==> src/common/dtc_pkg.sv <==
// Constants shared by the dual timer/counter block
package dtc_pkg;
  localparam logic [7:0] ADDR_CTL = 8'h88;
  localparam logic [7:0] ADDR_MODE = 8'h89;
  localparam logic [7:0] ADDR_A_LO = 8'h8A;
  localparam logic [7:0] ADDR_B_LO = 8'h8B;
  localparam logic [7:0] ADDR_A_HI = 8'h8C;
  localparam logic [7:0] ADDR_B_HI = 8'h8D;
  localparam logic [7:0] CTL_RESET = 8'h00;
  localparam logic [7:0] MODE_RESET = 8'h00;
  localparam logic [7:0] DATA_RESET = 8'h00;
  localparam logic [7:0] BYTE_ONES = 8'hFF;
  localparam logic [7:0] BYTE_ZERO = 8'h00;
  // Control register bit positions
  localparam int CTL_OVF_B = 7;
  localparam int CTL_RUN_B = 6;
  localparam int CTL_OVF_A = 5;
  localparam int CTL_RUN_A = 4;
  localparam int CTL_XF_POS [2] = '{1, 3};
  localparam int CTL_XS_POS [2] = '{0, 2};
  // Mode register field positions, timer A low nibble, timer B high nibble
  localparam int MOD_GATE_B = 7;
  localparam int MOD_SRC_B = 6;
  localparam int MOD_HI_B = 5;
  localparam int MOD_LO_B = 4;
  localparam int MOD_GATE_A = 3;
  localparam int MOD_SRC_A = 2;
  localparam int MOD_HI_A = 1;
  localparam int MOD_LO_A = 0;
  // Mode field codes
  localparam logic [1:0] MODE_13BIT = 2'h0;
  localparam logic [1:0] MODE_16BIT = 2'h1;
  localparam logic [1:0] MODE_RELOAD = 2'h2;
  localparam logic [1:0] MODE_SPLIT = 2'h3;
  // Machine cycle length in core clocks
  localparam int MC_CLOCKS = 12;
  localparam logic [3:0] MC_LAST = 4'(MC_CLOCKS - 1);
  localparam logic [3:0] MC_ZERO = 4'h0;
endpackage

==> src/common/dtc_cnt_if.sv <==
// Carrier between the control logic and one count register pair
`timescale 1ns/1ps
interface dtc_cnt_if;
  logic [1:0] mode;
  logic en_lo;
  logic en_hi;
  logic wr_lo;
  logic wr_hi;
  logic [7:0] wdata;
  logic [7:0] lo;
  logic [7:0] hi;
  logic ovf;
  logic ovf_hi;
  modport ctl (output mode, en_lo, en_hi, wr_lo, wr_hi, wdata,
               input lo, hi, ovf, ovf_hi);
  modport cnt (input mode, en_lo, en_hi, wr_lo, wr_hi, wdata,
               output lo, hi, ovf, ovf_hi);
endinterface

==> src/rtl/dtc_pair.sv <==
// One pair of count bytes with the four count modes
`timescale 1ns/1ps
module dtc_pair
  import dtc_pkg::*;
(
  input logic clk,
  input logic srst,
  dtc_cnt_if.cnt cif
);
  logic [7:0] lo;
  logic [7:0] hi;
  logic [7:0] next_lo;
  logic [7:0] next_hi;
  logic ovf;
  logic ovf_hi;

  always_comb begin
    logic [8:0] s_lo;
    logic [8:0] s_hi;
    logic [5:0] s5;
    s_lo = {1'b0, lo} + 9'h001;
    s_hi = {1'b0, hi} + 9'h001;
    s5 = {1'b0, lo[4:0]} + 6'h01;
    next_lo = lo;
    next_hi = hi;
    ovf = 1'b0;
    ovf_hi = 1'b0;
    unique case (cif.mode)
      MODE_13BIT: begin
        if (cif.en_lo) begin
          next_lo = {lo[7:5], s5[4:0]};
          if (s5[5]) begin
            next_hi = s_hi[7:0];
            ovf = s_hi[8];
          end
        end
      end
      MODE_16BIT: begin
        if (cif.en_lo) begin
          next_lo = s_lo[7:0];
          if (s_lo[8]) begin
            next_hi = s_hi[7:0];
            ovf = s_hi[8];
          end
        end
      end
      MODE_RELOAD: begin
        if (cif.en_lo) begin
          next_lo = s_lo[8] ? hi : s_lo[7:0];
          ovf = s_lo[8];
        end
      end
      MODE_SPLIT: begin
        if (cif.en_lo) begin
          next_lo = s_lo[7:0];
          ovf = s_lo[8];
        end
        if (cif.en_hi) begin
          next_hi = s_hi[7:0];
          ovf_hi = s_hi[8];
        end
      end
    endcase
    if (cif.wr_lo) begin
      next_lo = cif.wdata;
    end
    if (cif.wr_hi) begin
      next_hi = cif.wdata;
    end
  end

  always_ff @(posedge clk) begin
    if (srst) begin
      lo <= DATA_RESET;
      hi <= DATA_RESET;
    end else begin
      lo <= next_lo;
      hi <= next_hi;
    end
  end

  assign cif.lo = lo;
  assign cif.hi = hi;
  assign cif.ovf = ovf;
  assign cif.ovf_hi = ovf_hi;
endmodule

==> src/rtl/dtc_top.sv <==
// Dual timer/counter control, mode and data registers
//
// Contract
// Gate B set: timer B counts only while pin B high and run B.
// Gate A set: timer A counts only while pin A high and run A.
// Source bit B selects event input B counting, else machine cycles.
// Source bit A selects event input A counting, else machine cycles.
// Mode field: bits 5:4 for B, bits 1:0 for A.
// Mode 00: high byte counts, low five bits prescale.
// Mode 01: both bytes cascade into one 16-bit counter.
// Mode 10: low byte counts, reloads from high byte on overflow.
// Mode 11: A splits into two 8-bit counters; B stops.
// Overflow flag B set on overflow, cleared on vector acknowledge.
// Overflow flag A set on overflow, cleared on vector acknowledge.
// Timer B runs while run B is one, halts when cleared.
// Timer A runs while run A is one, halts when cleared.
// External flag B set on falling edge or low level per trigger bit.
// External flag A set on falling edge or low level per trigger bit.
// Vector clears external flag only in edge mode; level follows pin.
// Trigger bit one selects edge, zero level; bits 2 and 0.
// Control register at 88H, resets to 00H, bit addressable.
// Timer A high and low bytes at 8CH and 8AH.
// Data bytes act as separate or joined registers per mode.
// Timer counting advances once per twelve-clock machine cycle.
// Counter samples input each machine cycle, counts high-then-low.
// Mode register at 89H, resets to 00H, byte access only.
// Run bit changes leave count registers untouched.
`timescale 1ns/1ps
module dtc_top
  import dtc_pkg::*;
(
  input logic REF_CLK,
  input logic SRST,
  input logic [7:0] SFR_ADDR,
  input logic SFR_WR,
  input logic [7:0] SFR_WDATA,
  input logic SFR_RD,
  output logic [7:0] SFR_RDATA,
  input logic SFR_BIT_WR,
  input logic [7:0] SFR_BIT_ADDR,
  input logic SFR_BIT_DATA,
  input logic VEC_ACK_OVF_A,
  input logic VEC_ACK_OVF_B,
  input logic VEC_ACK_XI_A,
  input logic VEC_ACK_XI_B,
  input logic EXT_IRQ_PIN_A,
  input logic EXT_IRQ_PIN_B,
  input logic EXT_EVENT_IN_A,
  input logic EXT_EVENT_IN_B,
  output logic OVF_FLAG_A,
  output logic OVF_FLAG_B,
  output logic EXT_IRQ_FLAG_A,
  output logic EXT_IRQ_FLAG_B
);
  dtc_cnt_if cif_a ();
  dtc_cnt_if cif_b ();

  logic [7:0] timer_mode_reg;
  logic run_a;
  logic run_b;
  logic overflow_flag_a;
  logic overflow_flag_b;
  logic [1:0] ext_irq_flag;
  logic [1:0] ext_irq_edge_sel;
  logic [3:0] mc_cnt;
  logic mc_tick;
  logic [7:0] rdata;

  // Per-channel pin conditioning, index 0 is A and 1 is B
  logic [1:0] pin_raw;
  logic [1:0] ev_raw;
  logic [1:0] pin_s1;
  logic [1:0] pin_s2;
  logic [1:0] pin_d;
  logic [1:0] ev_s1;
  logic [1:0] ev_s2;
  logic [1:0] ev_smp;
  logic [1:0] ev_fall;
  logic [1:0] xi_ack;
  logic [1:0] xi_fall;

  logic [7:0] ctl_mask;
  logic [7:0] ctl_val;
  logic [7:0] timer_control_reg;
  logic wr_ctl;
  logic wr_mode;
  logic gate_a;
  logic gate_b;
  logic src_a;
  logic src_b;
  logic [1:0] mode_a;
  logic [1:0] mode_b;
  logic en_a;
  logic en_b;
  logic set_ovf_a;
  logic set_ovf_b;

  assign pin_raw = {EXT_IRQ_PIN_B, EXT_IRQ_PIN_A};
  assign ev_raw = {EXT_EVENT_IN_B, EXT_EVENT_IN_A};
  assign xi_ack = {VEC_ACK_XI_B, VEC_ACK_XI_A};

  // Mode register fields
  assign gate_a = timer_mode_reg[MOD_GATE_A];
  assign gate_b = timer_mode_reg[MOD_GATE_B];
  assign src_a = timer_mode_reg[MOD_SRC_A];
  assign src_b = timer_mode_reg[MOD_SRC_B];
  assign mode_a = {timer_mode_reg[MOD_HI_A], timer_mode_reg[MOD_LO_A]};
  assign mode_b = {timer_mode_reg[MOD_HI_B], timer_mode_reg[MOD_LO_B]};

  // Machine cycle strobe, one clock in twelve
  always_ff @(posedge REF_CLK) begin
    if (SRST) begin
      mc_cnt <= MC_ZERO;
    end else if (mc_cnt == MC_LAST) begin
      mc_cnt <= MC_ZERO;
    end else begin
      mc_cnt <= mc_cnt + 4'h1;
    end
  end
  assign mc_tick = (mc_cnt == MC_LAST);

  // Register decode
  assign wr_ctl = SFR_WR && (SFR_ADDR == ADDR_CTL);
  assign wr_mode = SFR_WR && (SFR_ADDR == ADDR_MODE);

  // Byte write or single-bit write to the control register
  always_comb begin
    ctl_mask = BYTE_ZERO;
    ctl_val = BYTE_ZERO;
    if (wr_ctl) begin
      ctl_mask = BYTE_ONES;
      ctl_val = SFR_WDATA;
    end else if (SFR_BIT_WR && SFR_BIT_ADDR[7:3] == ADDR_CTL[7:3]) begin
      ctl_mask[SFR_BIT_ADDR[2:0]] = 1'b1;
      ctl_val[SFR_BIT_ADDR[2:0]] = SFR_BIT_DATA;
    end
  end

  always_ff @(posedge REF_CLK) begin
    if (SRST) begin
      timer_mode_reg <= MODE_RESET;
    end else if (wr_mode) begin
      timer_mode_reg <= SFR_WDATA;
    end
  end

  // Run bits written by software only
  always_ff @(posedge REF_CLK) begin
    if (SRST) begin
      run_a <= CTL_RESET[CTL_RUN_A];
      run_b <= CTL_RESET[CTL_RUN_B];
    end else begin
      if (ctl_mask[CTL_RUN_A]) begin
        run_a <= ctl_val[CTL_RUN_A];
      end
      if (ctl_mask[CTL_RUN_B]) begin
        run_b <= ctl_val[CTL_RUN_B];
      end
    end
  end

  // Pin synchronisers, event sampling and external interrupt flags
  for (genvar ch = 0; ch < 2; ch++) begin : g_ch
    always_ff @(posedge REF_CLK) begin
      if (SRST) begin
        pin_s1[ch] <= 1'b1;
        pin_s2[ch] <= 1'b1;
        pin_d[ch] <= 1'b1;
        ev_s1[ch] <= 1'b0;
        ev_s2[ch] <= 1'b0;
        ev_smp[ch] <= 1'b0;
      end else begin
        pin_s1[ch] <= pin_raw[ch];
        pin_s2[ch] <= pin_s1[ch];
        pin_d[ch] <= pin_s2[ch];
        ev_s1[ch] <= ev_raw[ch];
        ev_s2[ch] <= ev_s1[ch];
        if (mc_tick) begin
          ev_smp[ch] <= ev_s2[ch];
        end
      end
    end
    assign ev_fall[ch] = mc_tick && ev_smp[ch] && !ev_s2[ch];
    assign xi_fall[ch] = pin_d[ch] && !pin_s2[ch];

    always_ff @(posedge REF_CLK) begin
      if (SRST) begin
        ext_irq_edge_sel[ch] <= CTL_RESET[CTL_XS_POS[ch]];
      end else if (ctl_mask[CTL_XS_POS[ch]]) begin
        ext_irq_edge_sel[ch] <= ctl_val[CTL_XS_POS[ch]];
      end
    end

    always_ff @(posedge REF_CLK) begin
      if (SRST) begin
        ext_irq_flag[ch] <= CTL_RESET[CTL_XF_POS[ch]];
      end else if (!ext_irq_edge_sel[ch]) begin
        ext_irq_flag[ch] <= !pin_s2[ch];
      end else if (xi_fall[ch]) begin
        ext_irq_flag[ch] <= 1'b1;
      end else if (xi_ack[ch]) begin
        ext_irq_flag[ch] <= 1'b0;
      end else if (ctl_mask[CTL_XF_POS[ch]]) begin
        ext_irq_flag[ch] <= ctl_val[CTL_XF_POS[ch]];
      end
    end
  end

  // Count enables: run, gate and source select
  always_comb begin
    en_a = run_a && (!gate_a || pin_s2[0]) && (src_a ? ev_fall[0] : mc_tick);
    en_b = run_b && (!gate_b || pin_s2[1]) && (src_b ? ev_fall[1] : mc_tick);
    if (mode_b == MODE_SPLIT) begin
      en_b = 1'b0;
    end
  end

  assign cif_a.mode = mode_a;
  assign cif_a.en_lo = en_a;
  assign cif_a.en_hi = (mode_a == MODE_SPLIT) && run_b && mc_tick;
  assign cif_a.wr_lo = SFR_WR && (SFR_ADDR == ADDR_A_LO);
  assign cif_a.wr_hi = SFR_WR && (SFR_ADDR == ADDR_A_HI);
  assign cif_a.wdata = SFR_WDATA;
  assign cif_b.mode = mode_b;
  assign cif_b.en_lo = en_b;
  assign cif_b.en_hi = 1'b0;
  assign cif_b.wr_lo = SFR_WR && (SFR_ADDR == ADDR_B_LO);
  assign cif_b.wr_hi = SFR_WR && (SFR_ADDR == ADDR_B_HI);
  assign cif_b.wdata = SFR_WDATA;

  dtc_pair u_pair_a (
    .clk(REF_CLK),
    .srst(SRST),
    .cif(cif_a)
  );

  dtc_pair u_pair_b (
    .clk(REF_CLK),
    .srst(SRST),
    .cif(cif_b)
  );

  // Overflow flags: hardware set wins over any clear
  assign set_ovf_a = cif_a.ovf;
  assign set_ovf_b = (mode_a == MODE_SPLIT) ? cif_a.ovf_hi : cif_b.ovf;

  always_ff @(posedge REF_CLK) begin
    if (SRST) begin
      overflow_flag_a <= CTL_RESET[CTL_OVF_A];
    end else if (set_ovf_a) begin
      overflow_flag_a <= 1'b1;
    end else if (VEC_ACK_OVF_A) begin
      overflow_flag_a <= 1'b0;
    end else if (ctl_mask[CTL_OVF_A]) begin
      overflow_flag_a <= ctl_val[CTL_OVF_A];
    end
  end

  always_ff @(posedge REF_CLK) begin
    if (SRST) begin
      overflow_flag_b <= CTL_RESET[CTL_OVF_B];
    end else if (set_ovf_b) begin
      overflow_flag_b <= 1'b1;
    end else if (VEC_ACK_OVF_B) begin
      overflow_flag_b <= 1'b0;
    end else if (ctl_mask[CTL_OVF_B]) begin
      overflow_flag_b <= ctl_val[CTL_OVF_B];
    end
  end

  always_comb begin
    timer_control_reg = BYTE_ZERO;
    timer_control_reg[CTL_OVF_B] = overflow_flag_b;
    timer_control_reg[CTL_RUN_B] = run_b;
    timer_control_reg[CTL_OVF_A] = overflow_flag_a;
    timer_control_reg[CTL_RUN_A] = run_a;
    timer_control_reg[CTL_XF_POS[1]] = ext_irq_flag[1];
    timer_control_reg[CTL_XS_POS[1]] = ext_irq_edge_sel[1];
    timer_control_reg[CTL_XF_POS[0]] = ext_irq_flag[0];
    timer_control_reg[CTL_XS_POS[0]] = ext_irq_edge_sel[0];
  end

  // Read data registered one clock after the read strobe
  always_ff @(posedge REF_CLK) begin
    if (SRST) begin
      rdata <= BYTE_ZERO;
    end else if (SFR_RD) begin
      unique case (SFR_ADDR)
        ADDR_CTL: rdata <= timer_control_reg;
        ADDR_MODE: rdata <= timer_mode_reg;
        ADDR_A_LO: rdata <= cif_a.lo;
        ADDR_A_HI: rdata <= cif_a.hi;
        ADDR_B_LO: rdata <= cif_b.lo;
        ADDR_B_HI: rdata <= cif_b.hi;
        default: rdata <= BYTE_ZERO;
      endcase
    end
  end

  assign SFR_RDATA = rdata;
  assign OVF_FLAG_A = overflow_flag_a;
  assign OVF_FLAG_B = overflow_flag_b;
  assign EXT_IRQ_FLAG_A = ext_irq_flag[0];
  assign EXT_IRQ_FLAG_B = ext_irq_flag[1];
endmodule

==> config.mk <==
export PLATFORM = sky130hd
export DESIGN_NAME = dtc_top
export DESIGN_NICKNAME = d
export VERILOG_FILES = /design/src/common/dtc_pkg.sv /design/src/common/dtc_cnt_if.sv /design/src/rtl/dtc_pair.sv /design/src/rtl/dtc_top.sv
export SDC_FILE = /design/constraint.sdc
export NUM_CORES = 1
export LEC_CHECK = 0
export BUFFER_PORTS_ARGS = -buffer_cell sky130_fd_sc_hd__buf_2
export CORE_MARGIN = 2
export CORE_UTILIZATION = 50
export DETAILED_ROUTE_END_ITERATION = 16
export GPL_TIMING_DRIVEN = 0
export PLACE_DENSITY = 0.67
export SLEW_MARGIN = 20
export SYNTH_ARGS = -nofsm -noshare
export SYNTH_HDL_FRONTEND = slang
export SYNTH_SLANG_ARGS = --single-unit
==> constraint.sdc <==
create_clock -name REF_CLK -period 5.57 [get_ports REF_CLK]
set_input_delay 0.8355 -clock REF_CLK [delete_from_list [all_inputs] [get_ports REF_CLK]]
set_output_delay 0.8355 -clock REF_CLK [all_outputs]
set_load 0.005 [all_outputs]
==> results of run 1 <==
## where the power goes
group | internal [uW] | switching (uW) | leakage (uW)
clock | 212 | 228 | 0.000101
combinational | 28.3 | 54.1 | 0.00103
sequential | 524 | 8.45 | 0.000584
total | 764 | 291 | 0.00172
## final cells by class
type / instances / area [um^2] / share of cell area
Buffer: 37 / 193 / 0.0377
Sequential cell: 72 / 1440 / 0.282
Clock buffer: 9 / 124 / 0.0243
Clock inverter: 7 / 77.6 / 0.0152
Timing Repair Buffer: 46 / 230 / 0.0451
Multi-Input combinational cell: 422 / 2840 / 0.557
Tap cell: 108 / 135 / 0.0265
Inverter: 16 / 60.1 / 0.0118
## kinds of logic (layout without fill, tap and decap cells)
logic type	count (synthesis)	count (layout)	share of synthesized area
AO/OA/AOI/OAI	156	156	0.271
multiplexers	12	12	0.0273
AND/OR/NAND/NOR	242	242	0.301
adder cells (fa/ha/maj)	5	5	0.0138
flip-flops	72	72	0.318
buffers and inverters	53	115	0.0557
XOR/XNOR	7	7	0.0135
## worst max-delay path: cells and delay by family
| kind | cells | cell delay (ps) |
|---|---|---|
| buffers and inverters | 3 | 730 |
| AOI/OAI and AO/OA | 1 | 70 |
| and+or+nand+nor | 4 | 1300 |
## worst paths after layout
path                                   from            endpoint
worst min-delay path              pin_s1[0]           pin_s2[0]
worst max register to register    mc_cnt[0]  u_pair_a.cif.lo[7]
worst max-delay path            SFR_ADDR[6]   timer_mode_reg[3]
worst min register to register    pin_s1[0]           pin_s2[0]
## metrics by stage
stage,setup WS (ps),area [um^2],std cells,hold WS [ps]
6_report,2840,5100,717,409
3_5_place_dp,2520,4900,701,398
2_1_floorplan,2980,4540,547,389
5_1_grt,2680,5100,717,428
3_3_place_gp,2610,4900,701,391
4_1_cts,2900,5100,717,417
## cell usage after synthesis, drive strengths merged (3+ instances only)
cell type,number
a211oi,11
clkbuf,20
a22o,8
or3,7
a21oi,28
o2111ai,3
nand4,8
nand3b,10
mux2,3
o31ai,7
o211ai,5
a31oi,4
nor3,14
and2,5
xor2,5
nand2b,4
nand3,27
buf,17
a211o,4
nor2b,15
inv,16
or2,9
nor4,15
a2111oi,6
o41a,3
a221oi,10
nor2,58
o41ai,4
a22oi,9
a311oi,17
dfxtp,72
nand2,43
ha,5
mux2i,9
and4,6
and3,5
o21ai,16
o311a,4
or4,7
## routing by layer
layer,GRT usage,vias to the layer above
met4,0.122,0
met5,0,-
met1,0.419,2260
met3,0.0576,42
li1,-,2213
met2,0.482,241
==> results.tsv, run 1 <==
stage	metric	value	unit
sta	skew final	11.2	ps
clock_network	CTS Sinks	72	
final_layout	Ant. Diodes	0	
detailed_routing	first drt pass iteration count	5	
floorplan	Die W	99.3	um
global_route	aggregate global-route resource usage	0.307	
clock_network	Root Driver	clkbuf_8	
detailed_routing	routed len/inst	21.0	um
detailed_routing	vias per cell	6.63	
clock_network	CTS Buffer Depth	2	
final_layout	# fillers	839	
clock_network	Reg clk slew, reported paths	90	ps
floorplan	IO Count	50	
synth	syn nets	590	
clock_network	post-CTS resize count	0	
sta	relative slew slack	0.268	
critical_path	Setup Crit Path Kind	in2reg	
synth	Mapped Cells	547	
final_layout	commonest cells after routing, fill and taps aside	72 x dfxtp_1, 58 x nor2_1, 55 x buf_2	
global_route	vias in the first global route	4313	
global_route	first-pass GRT wire length	23300	um
sta	Pins Over Slew Limit	0	
floorplan	num rows	34	
synth	sequential cell area fraction in the yosys report	0.318	
power_and_ir_drop	power per cell area	207	nW/um^2
critical_path	critical path's largest stage delay	620	ps
sta	minimum clock period	2730	ps
final_layout	fin util	0.583	
floorplan	Die H	99.3	um
detailed_routing	met2 wire len	6680	um
sta	Fin. Hold Viols	0	
clock_network	CTS buffer count	9	
final_layout	most common cell after layout, fill and taps aside	dfxtp_1	
synth	main area contributors after synthesis	dfxtp_1 32%, nor2_1 4.8%, nand2_1 3.6%	
sta	Worst Tran Pin Value	1100	ps
critical_path	CP cell instances	buf_2, nor4b_1, and4_1, clkbuf_1, buf_2, nand2_1, nand2_1, a21oi_1	
detailed_routing	metal3 WL	1360	um
critical_path	Worst EP arrival	2950	ps
power_and_ir_drop	Pwr Total	1050	uW
floorplan	initial core utilization	0.518	
synth	Synth Flop Type	dfxtp_1	
detailed_routing	vias post-DR	4756	
critical_path	Crit-path slowest cell	nor4b_1	
synth	Distinct cells, synth	81	
synth	Post-synth ARST share	0	
detailed_routing	DRC	0	
synth	Yosys reg bits	72	
detailed_routing	final wirelength	15100	um
sta	period utilisation layout	0.490	
global_route	initial antenna violation count	0	
final_layout	nets	647	
critical_path	CP Capture Type	flop	
clock_network	CTS Hold Bufs	0	
critical_path	maximum fanout along the worst path	10	
power_and_ir_drop	LEAKAGE	0.00172	uW
global_route	pin count of the biggest net entering global routing	15	
sta	Fmax	366	MHz
hold_path	hold crit path type	reg2reg	
detailed_routing	Max Used Layer	met4	
critical_path	Req. time, crit path	5790	ps
clock_network	H-tree Lvls	3	
place	port buffer count	46	
power_and_ir_drop	Max IR drop VDD	0.000183	V
critical_path	CP startpoint kind	input port	
sta	Final setup viols	0	
synth	cell taking the most area after synthesis	dfxtp_1	
synth	Yosys top cell area share	0.318	
detailed_routing	antenna-violating nets left	0	
outcome	outcome	complete, no violations	
clock_network	worst skew pair latency	370	ps
final_layout	synthesis-to-layout area growth	12.5	%
critical_path	reg2reg setup slack	3140	ps
synth	Mean Syn Cell Area	8.30	um^2
sta	final setup TNS	0	ps
critical_path	R2R cell count	7	
place	RD Place Congestion	0.958	
run	max-cap viol count	0	
detailed_routing	number of DRC markers in iteration 0	463	
synth	Warnings, synthesis	0	
hold_path	hold path depth	1	
synth	mapped cell area	4540	um^2
clock_network	CTS tree	built	
floorplan	die area	9850	um^2
place	HPWL Detailed	11100	um
global_route	GR Overflow Total	0	
synth	number of synthesized flops with an enable pin	0	
sta	RSZ-0062 raised after global routing	false	
floorplan	core box area	8760	um^2
final_layout	share of cells above drive strength 1	0.182	
detailed_routing	Metal-1 WL	6460	um
clock_network	Post-CTS Setup Inserts	0	
No activity file was read; power rests on OpenSTA's default activity.
==> inputs of run 2 (changes only) <==
==> constraint.sdc (replaced) <==
create_clock -name REF_CLK -period 2.7 [get_ports REF_CLK]
set_input_delay 0.405 -clock REF_CLK [delete_from_list [all_inputs] [get_ports REF_CLK]]
set_output_delay 0.405 -clock REF_CLK [all_outputs]
set_load 0.005 [all_outputs]
==> results.tsv, run 2 (same netlist as run 1, synthesis figures left out) <==
stage	metric	value	unit	change
outcome	outcome	complete, no violations		
detailed_routing	Max Used Layer	met4		
critical_path	critical path's largest stage delay	490	ps	-130 ps
clock_network	Root Driver	clkbuf_8		
critical_path	CP cell instances	ha_1, and3b_1, clkbuf_1, o2111ai_1, a2111oi_0, o31a_1, nor4_1		
critical_path	Setup Crit Path Kind	reg2reg		
global_route	initial antenna violation count	0		unchanged
critical_path	maximum fanout along the worst path	7		-3
floorplan	die area	9850	um^2	unchanged
hold_path	hold crit path type	in2reg		
critical_path	RR Endpoint	u_pair_a.cif.lo[7]		
detailed_routing	antenna-violating nets left	0		unchanged
sta	Final setup viols	0		unchanged
place	placed cells	701		unchanged
sta	skew final	12.6	ps	+1.43 ps
place	Placed Area	4900	um^2	unchanged
final_layout	design area	5100	um^2	unchanged
place	RD Place Congestion	0.958		unchanged
clock_network	worst skew pair latency	370	ps	about the same
final_layout	register area	1440	um^2	unchanged
sta	Fin. Hold Viols	0		unchanged
place	dpl ws	83.0	ps	-2440 ps
clock_network	CTS Hold Bufs	0		unchanged
critical_path	Crit-path slowest cell	a2111oi_0		
clock_network	H-tree Lvls	3		unchanged
detailed_routing	metal3 WL	1440	um	+5.4%
clock_network	CTS Sinks	72		unchanged
final_layout	share of cells above drive strength 1	0.182		unchanged
sta	setup ws final	245	ps	-2590 ps
final_layout	Ant. Diodes	0		unchanged
global_route	pin count of the biggest net entering global routing	15		unchanged
sta	period utilisation layout	0.909		
critical_path	Worst EP arrival	2680	ps	-270 ps
detailed_routing	met2 wire len	6640	um	-0.51%
detailed_routing	vias per cell	6.66		+0.34%
place	port buffer count	46		unchanged
sta	Fmax	407	MHz	
sta	RSZ-0062 raised after global routing	false		
critical_path	CP startpoint kind	flop		
detailed_routing	first drt pass iteration count	5		unchanged
detailed_routing	vias post-DR	4772		+0.34%
detailed_routing	final wirelength	15100	um	about the same
hold_path	hold path startpoint	EXT_IRQ_PIN_B		
floorplan	IO Count	50		unchanged
detailed_routing	Metal-1 WL	6340	um	-1.9%
critical_path	R2R cell count	7		unchanged
sta	relative slew slack	0.270		+0.00207
clock_network	CTS buffer count	9		unchanged
sta	Worst Tran Pin Value	1090	ps	-3.10 ps
final_layout	most common cell after layout, fill and taps aside	dfxtp_1		
final_layout	nets	647		unchanged
floorplan	initial core utilization	0.518		unchanged
critical_path	Critical R2R Launch	mc_cnt[0]		
critical_path	reg2reg setup slack	240	ps	-2900 ps
global_route	vias in the first global route	4315		+0.046%
floorplan	num rows	34		unchanged
run	max-cap viol count	0		unchanged
power_and_ir_drop	power per cell area	425	nW/um^2	+110%
global_route	first-pass GRT wire length	23300	um	about the same
sta	minimum clock period	2460	ps	
global_route	aggregate global-route resource usage	0.307		about the same
floorplan	core box area	8760	um^2	unchanged
power_and_ir_drop	Max IR drop VDD	0.000376	V	+110%
final_layout	multi-input logic area	2840	um^2	unchanged
final_layout	# fillers	839		unchanged
final_layout	non-filler cells, final	717		unchanged
clock_network	CTS tree	built		
final_layout	synthesis-to-layout area growth	12.5	%	unchanged
hold_path	WHS Endpoint	pin_s1[1]		
floorplan	Die H	99.3	um	unchanged
power_and_ir_drop	LEAKAGE	0.00172	uW	unchanged
detailed_routing	number of DRC markers in iteration 0	442		-4.5%
detailed_routing	DRC	0		unchanged
clock_network	Post-CTS Setup Inserts	0		unchanged
global_route	GR Overflow Total	0		unchanged
critical_path	Req. time, crit path	2920	ps	-2870 ps
clock_network	post-CTS resize count	0		unchanged
clock_network	CTS Buffer Depth	2		unchanged
hold_path	hold path depth	2		+1
critical_path	CP Capture Type	flop		
clock_network	Reg clk slew, reported paths	90	ps	about the same
place	HPWL Detailed	11100	um	unchanged
floorplan	Die W	99.3	um	unchanged
sta	final setup TNS	0	ps	unchanged
final_layout	commonest cells after routing, fill and taps aside	72 x dfxtp_1, 58 x nor2_1, 55 x buf_2		
sta	Pins Over Slew Limit	0		unchanged
detailed_routing	routed len/inst	21.0	um	about the same
## run 2: cell counts in the layout (fill, tap and decap cells not counted)
Identical to the previous run, type by type.
## run 2: critical path, delay by kind of cell, from the launching register on
| kind | cells | cell delay (ps) |
|---|---|---|
| compound gates | 3 | 1160 |
| flops | 1 | 360 |
| fa+ha+maj | 1 | 260 |
| simple gates | 2 | 240 |
| buf+inv | 1 | 300 |
## run 2: through the flow
stage | total power [uW] | util | hold slack, ps
2_1_floorplan | 1200 | - | 389
3_3_place_gp | 1290 | 0.560 | 391
3_5_place_dp | 1290 | 0.560 | 398
4_1_cts | 2180 | 0.583 | 212
5_1_grt | 2240 | 0.583 | 204
6_report | 2170 | 0.583 | 211
## run 2: final cells by class
| cell class | count | area share |
|---|---|---|
| Clock inverter | 7 | 0.0152 |
| Tap cell | 108 | 0.0265 |
| Sequential cell | 72 | 0.282 |
| Clock buffer | 9 | 0.0243 |
| Buffer | 37 | 0.0377 |
| Inverter | 16 | 0.0118 |
| Timing Repair Buffer | 46 | 0.0451 |
| Multi-Input combinational cell | 422 | 0.557 |
## run 2: worst max-delay path by stage
stage | end | slack (ps) | start | depth (start not counted)
finish | u_pair_a.cif.lo[7] | 240 | mc_cnt[0] | 7
global route | u_pair_a.cif.lo[7] | 100 | mc_cnt[0] | 7
CTS | u_pair_b.cif.hi[5] | 280 | u_pair_b.cif.lo[0] | 8
detailed placement | timer_mode_reg[3] | 80 | SFR_ADDR[6] | 8
global placement | timer_mode_reg[5] | 170 | SFR_ADDR[6] | 8
floorplan | u_pair_b.cif.lo[5] | 540 | SFR_ADDR[6] | 6
## run 2: report_power, final
| group | total (uW) | switching (uW) | internal (uW) |
|---|---|---|---|
| clock network | 903 | 467 | 436 |
| registers | 1100 | 17.4 | 1080 |
| logic | 169 | 111 | 58.3 |
## run 2: per-layer routing
metal / up-vias / GRT usage
met3: 48 / 0.0611
met5: - / 0
met4: 0 / 0.125
met2: 253 / 0.480
met1: 2258 / 0.417
li1: 2213 / -
==> inputs of run 3 (changes only) <==
--- a/config.mk
+++ b/config.mk
@@ -14,4 +14,5 @@
 export SLEW_MARGIN = 20
 export SYNTH_ARGS = -nofsm -noshare
 export SYNTH_HDL_FRONTEND = slang
+export SYNTH_HIERARCHICAL = 1
 export SYNTH_SLANG_ARGS = --single-unit
==> results.tsv, run 3 <==
stage	metric	value	unit	change
outcome	outcome	complete, no violations		
final_layout	commonest cells after routing, fill and taps aside	72 x dfxtp_1, 55 x buf_2, 42 x nor2_1		
detailed_routing	number of DRC markers in iteration 0	430		-2.7%
clock_network	CTS Buffer Depth	2		unchanged
sta	Min Hold Slack	229	ps	+17.5 ps
sta	minimum clock period	2640	ps	+182 ps
detailed_routing	antenna-violating nets left	0		unchanged
power_and_ir_drop	Switching Share	0.287		+0.0129
power_and_ir_drop	LEAKAGE	0.00183	uW	+6.3%
hold_path	hold path depth	2		unchanged
hold_path	hold crit path type	in2reg		
floorplan	die area	9810	um^2	-0.45%
synth	Warnings, synthesis	6		+6
floorplan	initial core utilization	0.518		about the same
final_layout	register area	1440	um^2	unchanged
power_and_ir_drop	Max IR drop VDD	0.000242	V	-36%
final_layout	most common cell after layout, fill and taps aside	dfxtp_1		
global_route	first-pass GRT wire length	21600	um	-7.5%
detailed_routing	vias per cell	6.39		-4.0%
sta	Fin. Hold Viols	0		unchanged
critical_path	Worst EP arrival	2890	ps	+210 ps
detailed_routing	vias post-DR	4651		-2.5%
clock_network	CTS tree	built		
critical_path	CP Capture Type	flop		
floorplan	Die W	99.0	um	-0.23%
sta	Fmax	379	MHz	-6.9%
floorplan	Die H	99.0	um	-0.23%
detailed_routing	routed len/inst	19.2	um	-8.6%
critical_path	CP startpoint kind	flop		
synth	Mean Syn Cell Area	8.15	um^2	-1.7%
sta	Pins Over Slew Limit	0		unchanged
clock_network	CTS buffer count	9		unchanged
detailed_routing	DRC	0		unchanged
sta	skew final	14.7	ps	+2.06 ps
critical_path	Req. time, crit path	2960	ps	+40 ps
floorplan	num rows	34		unchanged
place	RD Place Congestion	0.899		-6.2%
synth	syn nets	597		+1.2%
final_layout	Ant. Diodes	0		unchanged
global_route	pin count of the biggest net entering global routing	16		+1
sta	relative slew slack	0.573		+0.303
critical_path	Setup Crit Path Kind	reg2reg		
global_route	GR Overflow Total	0		unchanged
detailed_routing	first drt pass iteration count	5		unchanged
final_layout	share of cells above drive strength 1	0.211		+0.0290
clock_network	CTS Sinks	72		unchanged
place	port buffer count	48		+4.3%
global_route	initial antenna violation count	0		unchanged
power_and_ir_drop	power per cell area	410	nW/um^2	-3.6%
sta	Worst Tran Pin Value	640	ps	-453 ps
place	HPWL Detailed	10200	um	-7.8%
power_and_ir_drop	Flop pwr share	0.525		+0.019
final_layout	design area	5120	um^2	+0.37%
detailed_routing	final wirelength	14000	um	-7.2%
synth	Mapped Cells	554		+1.3%
power_and_ir_drop	Int Pwr	1500	uW	-4.9%
final_layout	fin util	0.588		+0.00499
floorplan	IO Count	50		unchanged
sta	RSZ-0062 raised after global routing	false		
place	Placed Area	4890	um^2	-0.23%
clock_network	Root Driver	clkbuf_8		
sta	Final setup viols	0		unchanged
critical_path	maximum fanout along the worst path	10		+3
sta	period utilisation layout	0.977		+0.0675
clock_network	worst skew pair latency	360	ps	about the same
final_layout	nets	658		+1.7%
final_layout	synthesis-to-layout area growth	13.4	%	
final_layout	multi-input logic area	2840	um^2	-0.26%
synth	mapped cell area	4520	um^2	-0.47%
clock_network	H-tree Lvls	3		unchanged
global_route	aggregate global-route resource usage	0.281		-0.0267
global_route	vias in the first global route	4144		-4.0%
power_and_ir_drop	combinational power share	0.080		+0.002
power_and_ir_drop	Clock power frac	0.395		-0.021
run	max-cap viol count	0		unchanged
power_and_ir_drop	switching pwr	603	uW	+1.3%
floorplan	core box area	8720	um^2	-0.49%
critical_path	R2R cell count	9		+2
clock_network	Reg clk slew, reported paths	100	ps	about the same
final_layout	# fillers	834		-0.60%
## run 3: power groups by stage
stage / registers (uW) / clock network [uW] / logic (uW)
floorplan: 1120 / 0 / 84.6
global placement: 1130 / 0 / 163
detailed placement: 1130 / 0 / 166
CTS: 1100 / 845 / 167
global route: 1110 / 892 / 185
finish: 1100 / 829 / 169
## run 3: final cells by class
cell class | count | share of cell area
multi-input combinational | 418 | 0.554
sequential | 72 | 0.281
timing repair buffer | 52 | 0.0527
buffer | 37 | 0.0320
tap | 108 | 0.0264
clock buffer | 9 | 0.0242
inverter | 25 | 0.0183
clock inverter | 7 | 0.0115
## run 3: what timing repair did
| action | in CTS | in global routing |
|---|---|---|
| setup buffers | 0 | 4 |
| gates resized for setup | 3 | 7 |
| hold buffers | 0 | 0 |
| endpoints found under the setup margin | 25 | 27 |
| pin swaps | 0 | 1 |
## run 3: layer usage
layer  routed length [um]  vias up  global-route usage
li1                     -     2235                   -
met1                 5980     2153               0.392
met2                 6420      230               0.443
met3                 1190       33              0.0468
met4                  394        0              0.0906
met5                    0        -                   0
## run 3: path summary, 6_finish.rpt
path | slack, ps | start | end
max | 60 | mc_cnt[0] | u_pair_a/cif.hi[3]
min | 230 | EXT_IRQ_PIN_A | pin_s1[0]
max reg2reg | 60 | mc_cnt[0] | u_pair_a/cif.hi[3]
min reg2reg | 420 | pin_s1[0] | pin_s2[0]
## run 3: metrics by stage
| step | std cells | worst slack [ps] | total power [uW] | setup TNS, ps |
|---|---|---|---|---|
| after CTS | 725 | 13.5 | 2110 | 0 |
| final | 728 | 62.5 | 2100 | 0 |
| after detailed placement | 710 | -594 | 1290 | -9390 |
| after global routing | 728 | 7.12 | 2180 | 0 |
| after global placement | 710 | -564 | 1290 | -8430 |
| after floorplan | 554 | 116 | 1210 | 0 |
## run 3: worst max-delay path, cell delays in order, from the launching register on
cell and delay (ps):
dfxtp_1 370, ha_2 220, nand2_1 100, nor2_4 190
o2111a_1 280, clkbuf_4 230, nand4b_1 100, a2bb2oi_1 220
or4_1 540, a311oi_1 280
